==> src/verilog/scmc_defs.vh <==
/*
 Constants for the serial channel mode configuration block: register offsets,
 field positions, reset values and mode codes.
 Assumes it is included by bare name from the design files of this block.
*/
`ifndef SCMC_DEFS_VH
`define SCMC_DEFS_VH

// Register offsets on the plain register port
`define SCMC_ADDR_MODE      4'h0
`define SCMC_ADDR_CTRL      4'h1
`define SCMC_ADDR_CARD      4'h2
`define SCMC_ADDR_EXT       4'h3
`define SCMC_ADDR_SPI       4'h4
`define SCMC_ADDR_CR2       4'h5
`define SCMC_ADDR_STATUS    4'h6
`define SCMC_ADDR_MASK      4'h7
`define SCMC_ADDR_INFO      4'h8

// Reset values
`define SCMC_RST_MODE       8'h00
`define SCMC_RST_CTRL       8'h00
`define SCMC_RST_CARD       8'h10
`define SCMC_RST_EXT        8'h00
`define SCMC_RST_SPI        8'h00
`define SCMC_RST_CR2        8'h00

// serial_mode_reg fields
`define SCMC_MODE_CKS_LO    0
`define SCMC_MODE_MP        2
`define SCMC_MODE_CHR       6
`define SCMC_MODE_GM        7
`define SCMC_MODE_CM        5

// serial_control_reg fields
`define SCMC_CTRL_CKE_LO    0
`define SCMC_CTRL_MULTIPROC_SKIP_ENABLE      3

// smart_card_mode_reg fields
`define SCMC_CARD_SMART_CARD_SELECT      0
`define SCMC_CARD_CHAR_LENGTH_EXT_BIT      4

// serial_extended_mode_reg fields
`define SCMC_EXT_ASYNC_CLOCK_SOURCE_SELECT       0
`define SCMC_EXT_ASYNC_BASIC_CLOCK_SELECT       4
`define SCMC_EXT_DOUBLE_SPEED_SELECT       6

// simple_spi_mode_reg fields
`define SCMC_SPI_MSS        2
`define SCMC_SPI_EN         0

// ext_serial_control_reg2 fields
`define SCMC_CR2_BCCS_LO    4

// Status bits
`define SCMC_ST_RXFULL      0
`define SCMC_ST_OVERRUN     1
`define SCMC_ST_FRAMING     2
`define SCMC_ST_MPWAKE      3

// Character lengths
`define SCMC_LEN9           4'h9
`define SCMC_LEN8           4'h8
`define SCMC_LEN7           4'h7

`endif

==> src/verilog/scmc_channel_config.v <==
/*
 Mode configuration of a multi-mode serial channel: character length, clock
 source and clock pin role, multiprocessor receive skip, simple SPI pin roles
 and the bus collision detection clock divider. Holds the mode registers and
 an interrupt status/mask pair.
 Assumes pins are synchronous to sys_clk, a baud tick from a baud generator,
 and a receive engine that reports each finished frame with one pulse.
*/
// The plain strobed port and the placing of the registers were decided locally.
//
// Notes on behaviour
// RL1 - Length from extended bit and length bit
// RL2 - Async select 00: internal, clock pin floats
// RL3 - Async select 01: output bit-rate clock
// RL4 - External async clock is sixteen times bit rate
// RL5 - Basic clock select: external clock eight times
// RL6 - Timer clock source: clock pin floats
// RL7 - Sync mode: 0x outputs clock, 1x inputs
// RL8 - Skip frames with multiprocessor bit zero
// RL9 - Wake frame clears skip enable automatically
// RL10 - Card mode, block off: 00 off, 01 clock
// RL11 - Card block mode: 00 low, x1 clock, 10 high
// RL12 - Source select: external or timer AND
// RL13 - SPI master: send master-out, receive master-in
// RL14 - SPI slave: receive master-out, send master-in
// RL15 - Collision clock 01 by two, 10 by four
// RL16 - Double speed prescaler 00: 00 by two, 01 by four
`timescale 1ns/1ns
`include "scmc_defs.vh"
module scmc_channel_config #(
	parameter ID_CODE = 8'h5A   // Arbitrary identification value
) (
	input  wire       sys_clk,
	input  wire       resetn,
	input  wire [3:0] regAddr,
	input  wire [7:0] regWrData,
	input  wire       regWrite,
	input  wire       regRead,
	output reg  [7:0] regRdData,
	input  wire       baudTick,
	input  wire       timerMatchA,
	input  wire       timerMatchB,
	input  wire       serialClockIn,
	output reg        serialClockOut,
	output reg        serialClockOe,
	input  wire       masterOutIn,
	output reg        masterOutOut,
	output reg        masterOutOe,
	input  wire       masterInIn,
	output reg        masterInOut,
	output reg        masterInOe,
	input  wire       txBit,
	output reg        rxBit,
	input  wire       frameDone,
	input  wire       frameMpBit,
	input  wire       frameOverrun,
	input  wire       frameFramingErr,
	output reg  [3:0] charLength,
	output reg        useExternalClock,
	output reg  [4:0] extClockRatio,
	output reg        asyncClock,
	output reg        collisionTick,
	output reg        irq
);
	reg [7:0] serialModeReg;          // Mode: prescaler, multiproc, length
	reg [7:0] serialControlReg;       // Clock select and skip enable
	reg [7:0] smartCardModeReg;       // Card select and extended length
	reg [7:0] serialExtendedModeReg;  // Clock source and double speed
	reg [7:0] simpleSpiModeReg;       // SPI enable and master-slave select
	reg [7:0] extSerialControlReg2;   // Collision clock select
	reg [3:0] irqMask;                // Interrupt mask, same layout as status
	reg       bitClock;               // Bit-rate clock toggled on baud ticks
	reg [7:0] next_collisionDiv;      // Divide value for collision clock
	reg       acceptFrame;            // Frame passes the skip filter
	reg       wakeFrame;              // Frame ends a skip
	wire [3:0] irqStatus;             // Sticky event bits
	wire [3:0] clearBits;             // Write-one-to-clear strobes
	wire       divTick;               // Collision divider tick

	// Field views
	wire [1:0] clockSelect  = serialControlReg[`SCMC_CTRL_CKE_LO+1:`SCMC_CTRL_CKE_LO];
	wire [1:0] prescaler    = serialModeReg[`SCMC_MODE_CKS_LO+1:`SCMC_MODE_CKS_LO];
	wire [1:0] collisionSel = extSerialControlReg2[`SCMC_CR2_BCCS_LO+1:`SCMC_CR2_BCCS_LO];
	wire cardMode    = smartCardModeReg[`SCMC_CARD_SMART_CARD_SELECT];
	wire syncMode    = serialModeReg[`SCMC_MODE_CM] & ~cardMode;
	wire asyncMode   = ~serialModeReg[`SCMC_MODE_CM] & ~cardMode;
	wire blockMode   = serialModeReg[`SCMC_MODE_GM];
	wire mpMode      = serialModeReg[`SCMC_MODE_MP];
	wire skipEnable  = serialControlReg[`SCMC_CTRL_MULTIPROC_SKIP_ENABLE];
	wire spiMode     = simpleSpiModeReg[`SCMC_SPI_EN];
	wire slaveSelect = simpleSpiModeReg[`SCMC_SPI_MSS];
	wire timerSource = serialExtendedModeReg[`SCMC_EXT_ASYNC_CLOCK_SOURCE_SELECT];
	wire doubleSpeed = serialExtendedModeReg[`SCMC_EXT_DOUBLE_SPEED_SELECT];

	// Skip filter on finished frames
	always @* begin
		acceptFrame = frameDone;
		wakeFrame   = 1'b0;
		if (asyncMode && mpMode && skipEnable) begin
			// RL8 drop idle frames
			// Flags stay untouched for skipped frames
			acceptFrame = frameDone & frameMpBit;
			// RL9 detect wake frame
			wakeFrame   = frameDone & frameMpBit;
		end
	end

	assign clearBits = (regWrite && regAddr == `SCMC_ADDR_STATUS) ? regWrData[3:0] : 4'h0;

	// One sticky bit per event
	scmc_sticky uStRx (
		.sys_clk     (sys_clk),
		.resetn      (resetn),
		.setEvent    (acceptFrame),
		.clearStrobe (clearBits[`SCMC_ST_RXFULL]),
		.flag        (irqStatus[`SCMC_ST_RXFULL])
	);
	scmc_sticky uStOv (
		.sys_clk     (sys_clk),
		.resetn      (resetn),
		.setEvent    (acceptFrame & frameOverrun),
		.clearStrobe (clearBits[`SCMC_ST_OVERRUN]),
		.flag        (irqStatus[`SCMC_ST_OVERRUN])
	);
	scmc_sticky uStFe (
		.sys_clk     (sys_clk),
		.resetn      (resetn),
		.setEvent    (acceptFrame & frameFramingErr),
		.clearStrobe (clearBits[`SCMC_ST_FRAMING]),
		.flag        (irqStatus[`SCMC_ST_FRAMING])
	);
	scmc_sticky uStWk (
		.sys_clk     (sys_clk),
		.resetn      (resetn),
		.setEvent    (wakeFrame),
		.clearStrobe (clearBits[`SCMC_ST_MPWAKE]),
		.flag        (irqStatus[`SCMC_ST_MPWAKE])
	);

	// Register writes; the skip enable also clears itself on a wake frame
	always @(posedge sys_clk or negedge resetn) begin
		if (!resetn) begin
			serialModeReg         <= `SCMC_RST_MODE;
			serialControlReg      <= `SCMC_RST_CTRL;
			smartCardModeReg      <= `SCMC_RST_CARD;
			serialExtendedModeReg <= `SCMC_RST_EXT;
			simpleSpiModeReg      <= `SCMC_RST_SPI;
			extSerialControlReg2  <= `SCMC_RST_CR2;
			irqMask               <= 4'h0;
		end else begin
			if (regWrite) begin
				if (regAddr == `SCMC_ADDR_MODE) begin
					serialModeReg <= regWrData;
				end else if (regAddr == `SCMC_ADDR_CTRL) begin
					serialControlReg <= regWrData;
				end else if (regAddr == `SCMC_ADDR_CARD) begin
					smartCardModeReg <= regWrData;
				end else if (regAddr == `SCMC_ADDR_EXT) begin
					serialExtendedModeReg <= regWrData;
				end else if (regAddr == `SCMC_ADDR_SPI) begin
					simpleSpiModeReg <= regWrData;
				end else if (regAddr == `SCMC_ADDR_CR2) begin
					extSerialControlReg2 <= regWrData;
				end else if (regAddr == `SCMC_ADDR_MASK) begin
					irqMask <= regWrData[3:0];
				end
			end
			// RL9 hardware clear
			// Hardware clear beats a same-cycle software write of the bit
			if (wakeFrame) begin
				serialControlReg[`SCMC_CTRL_MULTIPROC_SKIP_ENABLE] <= 1'b0;
			end
		end
	end

	// Read data one cycle after the strobe; unmapped reads return zero
	always @(posedge sys_clk or negedge resetn) begin
		if (!resetn) begin
			regRdData <= 8'h00;
		end else if (regRead) begin
			if (regAddr == `SCMC_ADDR_MODE) begin
				regRdData <= serialModeReg;
			end else if (regAddr == `SCMC_ADDR_CTRL) begin
				regRdData <= serialControlReg;
			end else if (regAddr == `SCMC_ADDR_CARD) begin
				regRdData <= smartCardModeReg;
			end else if (regAddr == `SCMC_ADDR_EXT) begin
				regRdData <= serialExtendedModeReg;
			end else if (regAddr == `SCMC_ADDR_SPI) begin
				regRdData <= simpleSpiModeReg;
			end else if (regAddr == `SCMC_ADDR_CR2) begin
				regRdData <= extSerialControlReg2;
			end else if (regAddr == `SCMC_ADDR_STATUS) begin
				regRdData <= {4'h0, irqStatus};
			end else if (regAddr == `SCMC_ADDR_MASK) begin
				regRdData <= {4'h0, irqMask};
			end else if (regAddr == `SCMC_ADDR_INFO) begin
				regRdData <= ID_CODE;
			end else begin
				regRdData <= 8'h00;
			end
		end else begin
			regRdData <= 8'h00;
		end
	end

	// Level interrupt from unmasked sticky bits
	always @(posedge sys_clk or negedge resetn) begin
		if (!resetn) begin
			irq <= 1'b0;
		end else begin
			irq <= |(irqStatus & irqMask);
		end
	end

	// Bit-rate clock: one baud tick per half period
	always @(posedge sys_clk or negedge resetn) begin
		if (!resetn) begin
			bitClock <= 1'b0;
		end else if (baudTick) begin
			bitClock <= ~bitClock;
		end
	end

	// Character length and external clock ratio
	always @(posedge sys_clk or negedge resetn) begin
		if (!resetn) begin
			charLength    <= `SCMC_LEN8;
			extClockRatio <= 5'h10;
		end else begin
			// RL1 length decode
			// Synchronous and card modes are fixed at eight bits
			if (!asyncMode) begin
				charLength <= `SCMC_LEN8;
			end else if (!smartCardModeReg[`SCMC_CARD_CHAR_LENGTH_EXT_BIT]) begin
				charLength <= `SCMC_LEN9;
			end else if (serialModeReg[`SCMC_MODE_CHR]) begin
				charLength <= `SCMC_LEN7;
			end else begin
				charLength <= `SCMC_LEN8;
			end
			// RL4 sixteen times
			// RL5 eight times with basic clock select
			if (serialExtendedModeReg[`SCMC_EXT_ASYNC_BASIC_CLOCK_SELECT]) begin
				extClockRatio <= 5'h08;
			end else begin
				extClockRatio <= 5'h10;
			end
		end
	end

	// Clock source and clock pin role
	always @(posedge sys_clk or negedge resetn) begin
		if (!resetn) begin
			serialClockOut   <= 1'b0;
			serialClockOe    <= 1'b0;
			useExternalClock <= 1'b0;
			asyncClock       <= 1'b0;
		end else begin
			serialClockOut   <= 1'b0;
			serialClockOe    <= 1'b0;
			useExternalClock <= 1'b0;
			asyncClock       <= bitClock;
			if (cardMode) begin
				if (!blockMode) begin
					// RL10 card clock off or on; 1x treated as off
					serialClockOe  <= (clockSelect == 2'b01);
					serialClockOut <= bitClock;
				end else begin
					// RL11 fixed levels or clock
					serialClockOe <= 1'b1;
					if (clockSelect[0]) begin
						serialClockOut <= bitClock;
					end else begin
						serialClockOut <= clockSelect[1];
					end
				end
			end else if (syncMode) begin
				// RL7 internal out, external in
				if (!clockSelect[1]) begin
					serialClockOe  <= 1'b1;
					serialClockOut <= bitClock;
				end else begin
					useExternalClock <= 1'b1;
					asyncClock       <= serialClockIn;
				end
			end else if (clockSelect == 2'b01) begin
				// RL3 bit-rate clock out
				serialClockOe  <= 1'b1;
				serialClockOut <= bitClock;
			end else if (clockSelect[1]) begin
				useExternalClock <= 1'b1;
				// RL12 source select
				// RL6 timer source leaves pin floating
				if (timerSource) begin
					asyncClock <= timerMatchA & timerMatchB;
				end else begin
					asyncClock <= serialClockIn;
				end
			end
			// RL2 select 00 keeps pin floating by default above
		end
	end

	// Simple SPI pin roles; outside SPI the data pins rest undriven
	always @(posedge sys_clk or negedge resetn) begin
		if (!resetn) begin
			masterOutOut <= 1'b1;
			masterOutOe  <= 1'b0;
			masterInOut  <= 1'b1;
			masterInOe   <= 1'b0;
			rxBit        <= 1'b1;
		end else if (spiMode && !slaveSelect) begin
			// RL13 master roles
			masterOutOut <= txBit;
			masterOutOe  <= 1'b1;
			masterInOut  <= 1'b1;
			masterInOe   <= 1'b0;
			rxBit        <= masterInIn;
		end else if (spiMode) begin
			// RL14 slave roles
			masterOutOut <= 1'b1;
			masterOutOe  <= 1'b0;
			masterInOut  <= txBit;
			masterInOe   <= 1'b1;
			rxBit        <= masterOutIn;
		end else begin
			masterOutOut <= 1'b1;
			masterOutOe  <= 1'b0;
			masterInOut  <= 1'b1;
			masterInOe   <= 1'b0;
			rxBit        <= masterInIn;
		end
	end

	// Collision clock divide value; prohibited codes fall back to four
	always @* begin
		if (doubleSpeed && prescaler == 2'b00) begin
			// RL16 shifted code table
			if (collisionSel == 2'b00) begin
				next_collisionDiv = 8'h02;
			end else begin
				next_collisionDiv = 8'h04;
			end
		end else begin
			// RL15 normal table; 00 passes the base clock
			if (collisionSel == 2'b00) begin
				next_collisionDiv = 8'h01;
			end else if (collisionSel == 2'b01) begin
				next_collisionDiv = 8'h02;
			end else begin
				next_collisionDiv = 8'h04;
			end
		end
	end

	scmc_divider #(
		.WIDTH (8)
	) uCollDiv (
		.sys_clk  (sys_clk),
		.resetn   (resetn),
		.divValue (next_collisionDiv),
		.tick     (divTick)
	);

	// Register the collision tick as a data output
	always @(posedge sys_clk or negedge resetn) begin
		if (!resetn) begin
			collisionTick <= 1'b0;
		end else begin
			collisionTick <= divTick;
		end
	end
endmodule // scmc_channel_config

==> src/verilog/scmc_divider.v <==
/*
 Divider that makes a one-cycle tick every DIV cycles of the system clock.
 Assumes a divide value of at least one.
*/
`timescale 1ns/1ns
module scmc_divider #(
	parameter WIDTH = 8
) (
	input  wire             sys_clk,
	input  wire             resetn,
	input  wire [WIDTH-1:0] divValue,
	output reg              tick
);
	reg [WIDTH-1:0] count;   // Cycles since last tick

	// Count up and tick at the wrap
	always @(posedge sys_clk or negedge resetn) begin
		if (!resetn) begin
			count <= {WIDTH{1'b0}};
			tick  <= 1'b0;
		end else if (count + {{(WIDTH-1){1'b0}}, 1'b1} >= divValue) begin
			// Wrap; a value of one ticks every cycle
			count <= {WIDTH{1'b0}};
			tick  <= 1'b1;
		end else begin
			count <= count + {{(WIDTH-1){1'b0}}, 1'b1};
			tick  <= 1'b0;
		end
	end
endmodule // scmc_divider

==> src/verilog/scmc_sticky.v <==
/*
 One sticky status bit: set by a hardware event, cleared by writing one.
 Assumes the clear strobe is one cycle long.
*/
`timescale 1ns/1ns
module scmc_sticky (
	input  wire sys_clk,
	input  wire resetn,
	input  wire setEvent,
	input  wire clearStrobe,
	output reg  flag
);
	// Set wins over a clear in the same cycle so no event is lost
	always @(posedge sys_clk or negedge resetn) begin
		if (!resetn) begin
			flag <= 1'b0;
		end else if (setEvent) begin
			flag <= 1'b1;
		end else if (clearStrobe) begin
			flag <= 1'b0;
		end
	end
endmodule // scmc_sticky
==> config.mk <==
export PLATFORM = sky130hd
export DESIGN_NAME = scmc_channel_config
export DESIGN_NICKNAME = d
export VERILOG_FILES = /design/src/verilog/scmc_channel_config.v /design/src/verilog/scmc_divider.v /design/src/verilog/scmc_sticky.v
export VERILOG_INCLUDE_DIRS = /design/src /design/src/verilog
export SDC_FILE = /design/constraint.sdc
export NUM_CORES = 1
export LEC_CHECK = 0
export ABC_AREA = 1
export BUFFER_PORTS_ARGS = -buffer_cell sky130_fd_sc_hd__buf_2
export CORE_MARGIN = 3
export CORE_UTILIZATION = 57
export CTS_CLUSTER_DIAMETER = 80
export DETAILED_ROUTE_END_ITERATION = 8
export HOLD_SLACK_MARGIN = 0.02
export PLACE_DENSITY_LB_ADDON = 0.08
export SETUP_SLACK_MARGIN = 0.1
export SKIP_LAST_GASP = 1
export SYNTH_ARGS = -nofsm -noshare
export SYNTH_HDL_FRONTEND = slang
export SYNTH_SLANG_ARGS = --single-unit
export TNS_END_PERCENT = 100
==> constraint.sdc <==
create_clock -name sys_clk -period 2.2 [get_ports sys_clk]
set_clock_uncertainty 0.05 [all_clocks]
set_input_delay 0.33 -clock sys_clk [delete_from_list [all_inputs] [get_ports sys_clk]]
set_output_delay 0.33 -clock sys_clk [all_outputs]
set_load 0.01 [all_outputs]
# Word level (Yosys, flattened, before mapping)
# Index checks and enable logic that the tools add are counted.
totals:
  out_inout_bits: 28
  register_bits: 94
  word_cells: 146
op_classes:
  muxes: 64
  addsub: 1
  n_bitwise: 16
  reduce_logical: 24
  magnitude_cmp: 1
  eq_ne: 11
op_table:
  columns: ["operator", "n"]
  rows:
  - ["$mux 8", 9]
  - ["$mux 1", 41]
  - ["$mux 4", 7]
  - ["$mux 7", 3]
  - ["$eq 4x3->1 const B", 4]
  - ["$reduce_bool 2->1", 6]
  - ["$mux 3", 3]
  - ["$not 1->1", 9]
  - ["$add 8x1->8 const B", 1]
  - ["$eq 4x2->1 const B", 2]
  - ["$ge 8x8->1", 1]
  - ["$reduce_and 8->1", 1]
  - ["$reduce_and 7->1", 1]
  - ["$and 1x1->1", 6]
  - ["$reduce_and 3->1", 2]
  - ["$reduce_and 6->1", 1]
  - ["$logic_and 1x1->1", 5]
  - ["$mux 5", 1]
  - ["$reduce_and 5->1", 1]
  - ["$and 4x4->4", 1]
  - ["$eq 2x1->1 const B", 2]
  - ["$eq 4x1->1 const B", 1]
  - ["$eq 4x4->1 const B", 1]
  - ["$logic_not 2->1", 2]
  - ["6 further kinds", 6]

# Logic depth before layout (Yosys ltp)
# Gate-level depths: netlist (run 1).
logic_depth:
  ltp_word: 11
  ltp_mapped: 11

# Modules after synthesis
# A second synthesis (run 1) with hierarchy kept.
unflattened:
  cells_unflattened: 510
  area_unflattened_um2: 4302.9
modules_own_cells:
  columns: ["mod", "cells_per_inst", "seq_area_each_um2", "n_inst", "area_per_inst_um2"]
  rows:
  - ["scmc_channel_config", 410, 1934.4, 1, 3513.4]
  - ["scmc_divider", 80, 225.2, 1, 629.4]
  - ["scmc_sticky", 5, 25.0, 4, 40.0]

# Worst setup path after synthesis (run 1)
# Ideal clock, no wire load.
synth_path:
  kind: "register to register"
  startpoint: "reg serialModeReg[1]"
  endpoint: "reg uCollDiv.count[0]"
  path_stages_with_launch: 11
  t_arrival_ns: 1.536
  synth_period_minus_slack_ns: 1.661
  setup_slack_ns: 0.539
  n_path_buf: 0
  setup_time_ns: 0.075
  cell_sequence: "dfrtp_1 -> nor2_1 -> nand2_1 -> o21ai_0 -> inv_1 -> o21ai_0 -> ha_1 -> a21boi_0 -> o21ai_0 -> o2111ai_1 -> nor2_1"
synth_between:
  elab_chain_cells: 5
synth_rtl:
  columns: ["element", "line", "source"]
  rows:
  - ["start: declaration", "scmc_channel_config.v:65", "reg [7:0] serialModeReg;"]
  - ["start signal: assignment", "scmc_channel_config.v:143", "serialModeReg <= `SCMC_RST_MODE;"]
  - ["start signal: assignment", "scmc_channel_config.v:153", "serialModeReg <= regWrData;"]
  - ["$logic_not 2->1", "scmc_channel_config.v:338", "if (doubleSpeed && prescaler == 2'b00) begin"]
  - ["$logic_and 1x1->1", "scmc_channel_config.v:338", null]
  - ["$mux 8", "scmc_channel_config.v:338", null]
  - ["$ge 8x8->1", "scmc_divider.v:21", "end else if (count + {{(WIDTH-1){1'b0}}, 1'b1} >= divValue) begin"]
  - ["$mux 8", "scmc_divider.v:21", null]
  - ["end signal: assignment", "scmc_divider.v:19", "count <= {WIDTH{1'b0}};"]
  - ["end signal: assignment", "scmc_divider.v:23", "count <= {WIDTH{1'b0}};"]
  - ["end signal: assignment", "scmc_divider.v:26", "count <= count + {{(WIDTH-1){1'b0}}, 1'b1};"]
  - ["end: declaration", "scmc_divider.v:14", "reg [WIDTH-1:0] count;"]
# No other way between the ends.
# A chain may end at the register's enable or synchronous reset.

# Worst setup path after layout (run 1)
layout_path:
  startpoint: "reg serialModeReg[1]"
  endpoint: "reg uCollDiv.count[2]"
# Same word-level chain as after synthesis.

==> impl_metrics.toml, run 1 <==
[layout]
ff_latch_area_um2 = 2260
drive_above_1_share = 0.198
area_delta_synth_final_pct = 14.2
fillCellCount = 523
n_antenna_cell = 0
fin_nets = 540
final_core_util = 0.692
multi_input_area_um2 = 1430

[setup_path]
critPathCapture = "uCollDiv.count[2]"
cp_top_family = "compound AO/OA/AOI/OAI gates"
startpoint = "serialModeReg[1]"
start_kind = "register"
r2r-start = "serialModeReg[1]"
cpPeakStageDelay_ns = 0.41
cp_num_cells = 10
regToRegEndpoint = "uCollDiv.count[2]"
critPathRequiredTime_ns = 2.45
endpoint_kind = "register"
r2r_setup_slack_ns = 0.25
reg2regPathDepth = 10
crit_path_max_fanout = 4
crit_slowest_cell = "dfrtp_1"
arrival_ns = 2.19
cp.buffers_inverters = 1
critical_path_class = "reg2reg"
path_cells = "nor2_1, nand2_1, o21ai_1, inv_1, o21ai_0, ha_1, a21boi_0, o21ai_1, o2111ai_2, nor2_1"

[timing]
hold_viol_final = 0
period_needed_ns = 1.95
timing.final.ws_setup_ns = 0.253
timing.slew.headroom = 0.629
setup_viol = 0
rsz0062_at_grt = "no"
tns_ns = 0
period_share = 0.885
finalMaxSlewViolations = 0
worst_slew_pin_slew_ns = 0.555
max_freq_mhz = 514

[yosys]
synth.avg_cell_area_um2 = 8.85
synth_fa_ha_area_frac = 0.0126
synth_top_family_by_area = "simple AND/OR/NAND/NOR gates"
yosys_warnings = 0
yosysSeqAreaShare = 0.571
synthesis.area_um2 = 3960
muxShareOfSynthArea = 0
ys_ff_latch = 90
synthSimpleGateAreaFrac = 0.196
syn_inst = 447
synth_cell_types = 31
synth_xor_area_frac = 0.00443
synth_compound_area_frac = 0.138

[power]
pwr_density_cell_nw_per_um2 = 885
p_leak_nw = 2.34
ir_drop_mv = 0.566

[global_routing]
antenna_found_initial = 0
grt_pass1_wl_mm = 14.4
grt_max_degree = 44
grt_overflow = 0
gr-usage-all-layers = 0.243
grt_pass1_vias = 3024

[min_path]
hold_path_class = "in2reg"

[drt]
wl_per_cell_um = 15.0
antenna_left = 0
vias = 3176
drt_iter0_drc = 253
firstDrtPassIters = 5
wirelength_mm = 8.89
via_per_inst = 5.37
drc = 0

[floorplanning]
num_io_pins = 55
core.rowCount = 29
core_um2 = 6530
die_y_um = 89.3
initial_core_util = 0.606
die_x_um = 89.3
dieArea_um2 = 7980

[clock_tree]
max-clock-path-buffers = 2
clk_pin_slew_ns = 0.09
htree_levels = 3
cts_buffers = 9
cts_root_buf = "clkbuf_8"
cts.sinks = 90
cts_tree = "built"
clock_latency_ns = 0.37

[status]
status = "complete, no violations"

[placed_design]
hpwl_mm = 6.22
place_ws_ns = 0.147
place.gp.congestion = 0.876
io_buffers = 51

[flow_run]
maxCapViolCount = 0
[layer usage]
layer | track usage | share of wire | vias up
met1 | 0.346 | 0.46 | 1488
met4 | 0.123 | 0.031 | 0
met3 | 0.0313 | 0.057 | 25
met2 | 0.367 | 0.46 | 123
li1 | - | - | 1540
met5 | 0 | 0 | -
[power by group]
part	switching (mW)	internal, mW	total (mW)
logic	0.411	0.262	0.672
registers	0.188	1.96	2.15
clock network	0.637	0.544	1.18
[kinds of logic after synthesis]
logic type | after synthesis
AO/OA/AOI/OAI | 101
XOR/XNOR | 2
adder cells (fa/ha/maj) | 4
buffers and inverters | 70
flip-flops | 90
other | 1
AND/OR/NAND/NOR | 179
[sequential cells by signal, summed over array words and instances, names as in the netlist, 2 cells and up]
signal and flops:
charLength 3, regRdData 8, serialExtendedModeReg 8, irqMask 4, extSerialControlReg2 8, extClockRatio 2, serialControlReg 8, simpleSpiModeReg 8
smartCardModeReg 8, uCollDiv.count 8, serialModeReg 8
[placed cells by master, fill, tap and decap left out, types with 4 or more instances in the layout]
cell type / Yosys / layout
a21oi_1: 19 / 19
buf_2: 5 / 50
buf_4: 5 / 4
clkbuf_8: 0 / 9
conb_1: 1 / 8
dfrtp_1: 84 / 84
dfstp_2: 6 / 6
ha_1: 4 / 4
inv_1: 53 / 53
inv_2: 5 / 5
nand2_1: 123 / 123
nand3_1: 15 / 15
nand4_1: 5 / 5
nor2_1: 21 / 21
o21ai_0: 61 / 59
o21ai_1: 8 / 10
o21ai_2: 8 / 8
[cells in the mapped netlist]
| cell | count | area [um^2] |
|---|---|---|
| a21oi_1 | 19 | 95.1 |
| o21ai_1 | 8 | 40.0 |
| nor3_1 | 1 | 5.00 |
| nand2_2 | 3 | 18.8 |
| nor2_1 | 21 | 78.8 |
| nand3_1 | 15 | 75.1 |
| dfrtp_1 | 84 | 2100 |
| nand2_1 | 123 | 462 |
| inv_1 | 53 | 199 |
| buf_4 | 5 | 37.5 |
| o21ai_2 | 8 | 70.1 |
| ha_1 | 4 | 50.1 |
| dfstp_2 | 6 | 158 |
| xor2_1 | 2 | 17.5 |
| o2111ai_1 | 1 | 8.76 |
| nand3b_1 | 1 | 7.51 |
| o21ai_0 | 61 | 305 |
| or2_2 | 3 | 18.8 |
| nor3_4 | 2 | 32.5 |
| nor2_4 | 1 | 11.3 |
| buf_2 | 5 | 25.0 |
| a31oi_1 | 1 | 6.26 |
| a21boi_0 | 1 | 7.51 |
| and3_1 | 1 | 6.26 |
| inv_2 | 5 | 18.8 |
| conb_1 | 1 | 3.75 |
| nand2_4 | 2 | 22.5 |
| buf_6 | 2 | 22.5 |
| o211ai_1 | 2 | 15.0 |
| nand4_1 | 5 | 31.3 |
| or2_0 | 1 | 6.26 |
[area by class of cell]
cell class	instances	area share
tap	77	0.0213
clock buffer	9	0.0274
clock inverter	7	0.0185
sequential	90	0.500
multi-input combinational	294	0.316
inverter	58	0.0482
timing repair buffer	56	0.0687
[worst min-delay path by stage]
stage / start / end / slack [ns] / depth (start not counted)
2_1_floorplan: resetn / asyncClock / -0.02 / 0
3_3_place_gp: uCollDiv.tick / collisionTick / 0.28 / 0
3_5_place_dp: uCollDiv.tick / collisionTick / 0.29 / 0
4_1_cts: baudTick / bitClock / 0.09 / 2
5_1_grt: baudTick / bitClock / 0.09 / 2
6_report: baudTick / bitClock / 0.09 / 2
[worst reg2reg max path, cell delays in order (launching register included)]
cell       delay, ns
dfrtp_1         0.41
nor2_1          0.15
nand2_1         0.11
o21ai_1         0.14
inv_1           0.08
o21ai_0         0.08
ha_1            0.26
a21boi_0        0.13
o21ai_1         0.18
o2111ai_2       0.17
nor2_1          0.13
[through the flow]
stage / instances / hold WS (ns) / area [um^2] / power [mW]
floorplan: 454 / -0.0156 / 3980 / 2.56
global placement: 574 / 0.283 / 4300 / 2.80
detailed placement: 574 / 0.288 / 4300 / 2.84
CTS: 591 / 0.0856 / 4510 / 4.01
global route: 591 / 0.0860 / 4520 / 4.22
finish: 591 / 0.0900 / 4520 / 4.00
[timing repair]
item                       4_1_cts  5_1_grt
gates resized for setup          0        3
hold endpoints to repair        39        0
setup endpoints to repair        0        4
hold buffers                     1        0
buffers inserted                 0        0
(Power assumes the default switching activity.)
==> run 2, diff against run 1 <==
--- a/config.mk
+++ b/config.mk
@@ -9,4 +9,5 @@
 export ABC_AREA = 1
 export BUFFER_PORTS_ARGS = -buffer_cell sky130_fd_sc_hd__buf_2
+export CORE_ASPECT_RATIO = 1.25
 export CORE_MARGIN = 3
 export CORE_UTILIZATION = 57
--- a/constraint.sdc
+++ b/constraint.sdc
@@ -3,3 +3,3 @@
 set_input_delay 0.33 -clock sys_clk [delete_from_list [all_inputs] [get_ports sys_clk]]
 set_output_delay 0.33 -clock sys_clk [all_outputs]
-set_load 0.01 [all_outputs]
+set_load 0.1 [all_outputs]
==> run 2 against run 1 <==
- via count fell by 0.82%
- count of clock-buffer cells in the layout rose by 2
- combinational power increased by 79%
- die area barely moved
- fmax rose by 3.5%
- critical path depth did not move
- first-iteration DRC count fell by 9.1%
- clock power decreased by 12%
- routed wire length decreased by 2.0%
- sequential power about the same
- final area is essentially flat
- largest power group unchanged
- highest routed layer unchanged
==> impl_metrics.toml, run 2 (synthesis gave the netlist of run 1 again) <==
[floorplanning]
core.rowCount = 33
initial_core_util = 0.595
dieArea_um2 = 7990
die_x_um = 80.5
num_io_pins = 55
core_um2 = 6650
die_y_um = 99.2

[drt]
via_per_inst = 5.22
drt_iter0_drc = 230
wirelength_mm = 8.71
firstDrtPassIters = 5
wl_per_cell_um = 14.4
vias = 3150
drc = 0
antenna_left = 0

[layout]
fin_nets = 542
fin_area_um2 = 4520
area_delta_synth_final_pct = 14.2
n_antenna_cell = 0
final_cells = 603
most-common-layout-cells = "nand2_1, dfrtp_1, o21ai_0, inv_1, buf_2"
drive_above_1_share = 0.200
final_common_cell = "nand2_1"

[global_routing]
antenna_found_initial = 0
grt_overflow = 0
grt_max_degree = 46
grt_pass1_vias = 2955
grt_pass1_wl_mm = 14.3
gr-usage-all-layers = 0.238

[timing]
rsz0062_at_grt = "no"
timing.slew.headroom = 0.602
period_needed_ns = 1.88
worst_slew_pin_slew_ns = 0.597
max_freq_mhz = 532
setup_viol = 0
finalMaxSlewViolations = 0
period_share = 0.855
hold_viol_final = 0
tns_ns = 0
hold_ws_ns = 0.0799

[placed_design]
placed_area_um2 = 4320
place.gp.congestion = 0.910
hpwl_mm = 6.33
io_buffers = 51
placed_cells = 586

[power]
internal_power_mw = 2.67
swShare = 0.392
power_mw = 4.39
power_frac_clock = 0.236
p_sw_mw = 1.72
pwr_density_cell_nw_per_um2 = 971
p_leak_nw = 2.34
sequentialPowerShare = 0.490
ir_drop_mv = 0.620
combPwrFrac = 0.274

[setup_path]
r2r-start = "serialModeReg[1]"
start_kind = "register"
crit_path_max_fanout = 4
critPathCapture = "uCollDiv.count[0]"
reg2regPathDepth = 10
endpoint_kind = "register"
r2r_setup_slack_ns = 0.32
critical_path_class = "reg2reg"
startpoint = "serialModeReg[1]"
critPathRequiredTime_ns = 2.45
regToRegEndpoint = "uCollDiv.count[0]"
arrival_ns = 2.13

[clock_tree]
postCtsSetupRepairBufs = 0
cts_tree = "built"
cts_buffers = 9
max-clock-path-buffers = 2
clock_latency_ns = 0.37
cts_root_buf = "clkbuf_8"
clk_pin_slew_ns = 0.09
cts.sinks = 90
htree_levels = 3

[min_path]
hold_path_class = "in2reg"

[status]
status = "complete, no violations"

[flow_run]
maxCapViolCount = 0
==> run 2: cell types whose count changed in the layout (fill, tap and decap cells not counted), sizes merged <==
cell / previous run / this run
buf: 55 / 57
bufinv: 1 / 0
clkbuf: 9 / 11
clkinv: 0 / 2
clkinvlp: 3 / 2
inv: 61 / 59
==> run 2: per-stage QoR <==
step,setup slack (ns),utilization
CTS,0.274,0.679
global placement,0.358,0.650
floorplan,0.496,-
detailed placement,0.311,0.650
finish,0.319,0.680
global route,0.133,0.680
==> run 2: critical path, cell delays in order, from the launching register on <==
cell and delay, ns:
dfrtp_1 0.41, nor2_1 0.12, nand2_1 0.10, o21ai_0 0.15
inv_1 0.07, o21ai_0 0.08, ha_1 0.25, a21boi_0 0.13
o21ai_1 0.15, o2111ai_2 0.18, nor2_1 0.13
==> run 2: what timing repair did <==
item,CTS,global route
hold buffers,1,0
gates resized for setup,0,2
hold endpoints to repair,39,0
setup endpoints to repair,0,3
==> run 2: metal layers <==
metal  vias to the layer above  global-route usage  wire length [um]
met4                         0              0.0975               206
met2                       108               0.402              4420
met1                      1468               0.304              3600
met3                        20              0.0380               489
li1                       1554                   -                 -
met5                         -                   0                 0
==> run 2: worst min-delay path by stage <==
| stage | slack [ns] | endpoint | cells after the start | from |
|---|---|---|---|---|
| finish | 0.08 | bitClock | 2 | baudTick |
| global route | 0.08 | bitClock | 2 | baudTick |
| CTS | 0.07 | bitClock | 2 | baudTick |
| detailed placement | 0.29 | collisionTick | 0 | uCollDiv.tick |
| global placement | 0.28 | collisionTick | 0 | uCollDiv.tick |
| floorplan | -0.02 | asyncClock | 0 | resetn |
==> run 2: area by class of cell <==
class                           count  area (um^2)
Fill cell                         563         2130
Multi-Input combinational cell    294         1430
Inverter                           58          218
Tap cell                           87          109
Clock inverter                      5         37.5
Timing Repair Buffer               58          325
Clock buffer                       11          141
Sequential cell                    90         2260
==> run 2: power groups by stage <==
stage,registers (mW),logic [mW],clock network (mW)
after global routing,2.18,1.31,1.12
after floorplan,2.67,0.424,0
after CTS,2.15,1.21,1.06
after detailed placement,2.18,1.20,0
final,2.15,1.20,1.04
after global placement,2.17,1.18,0
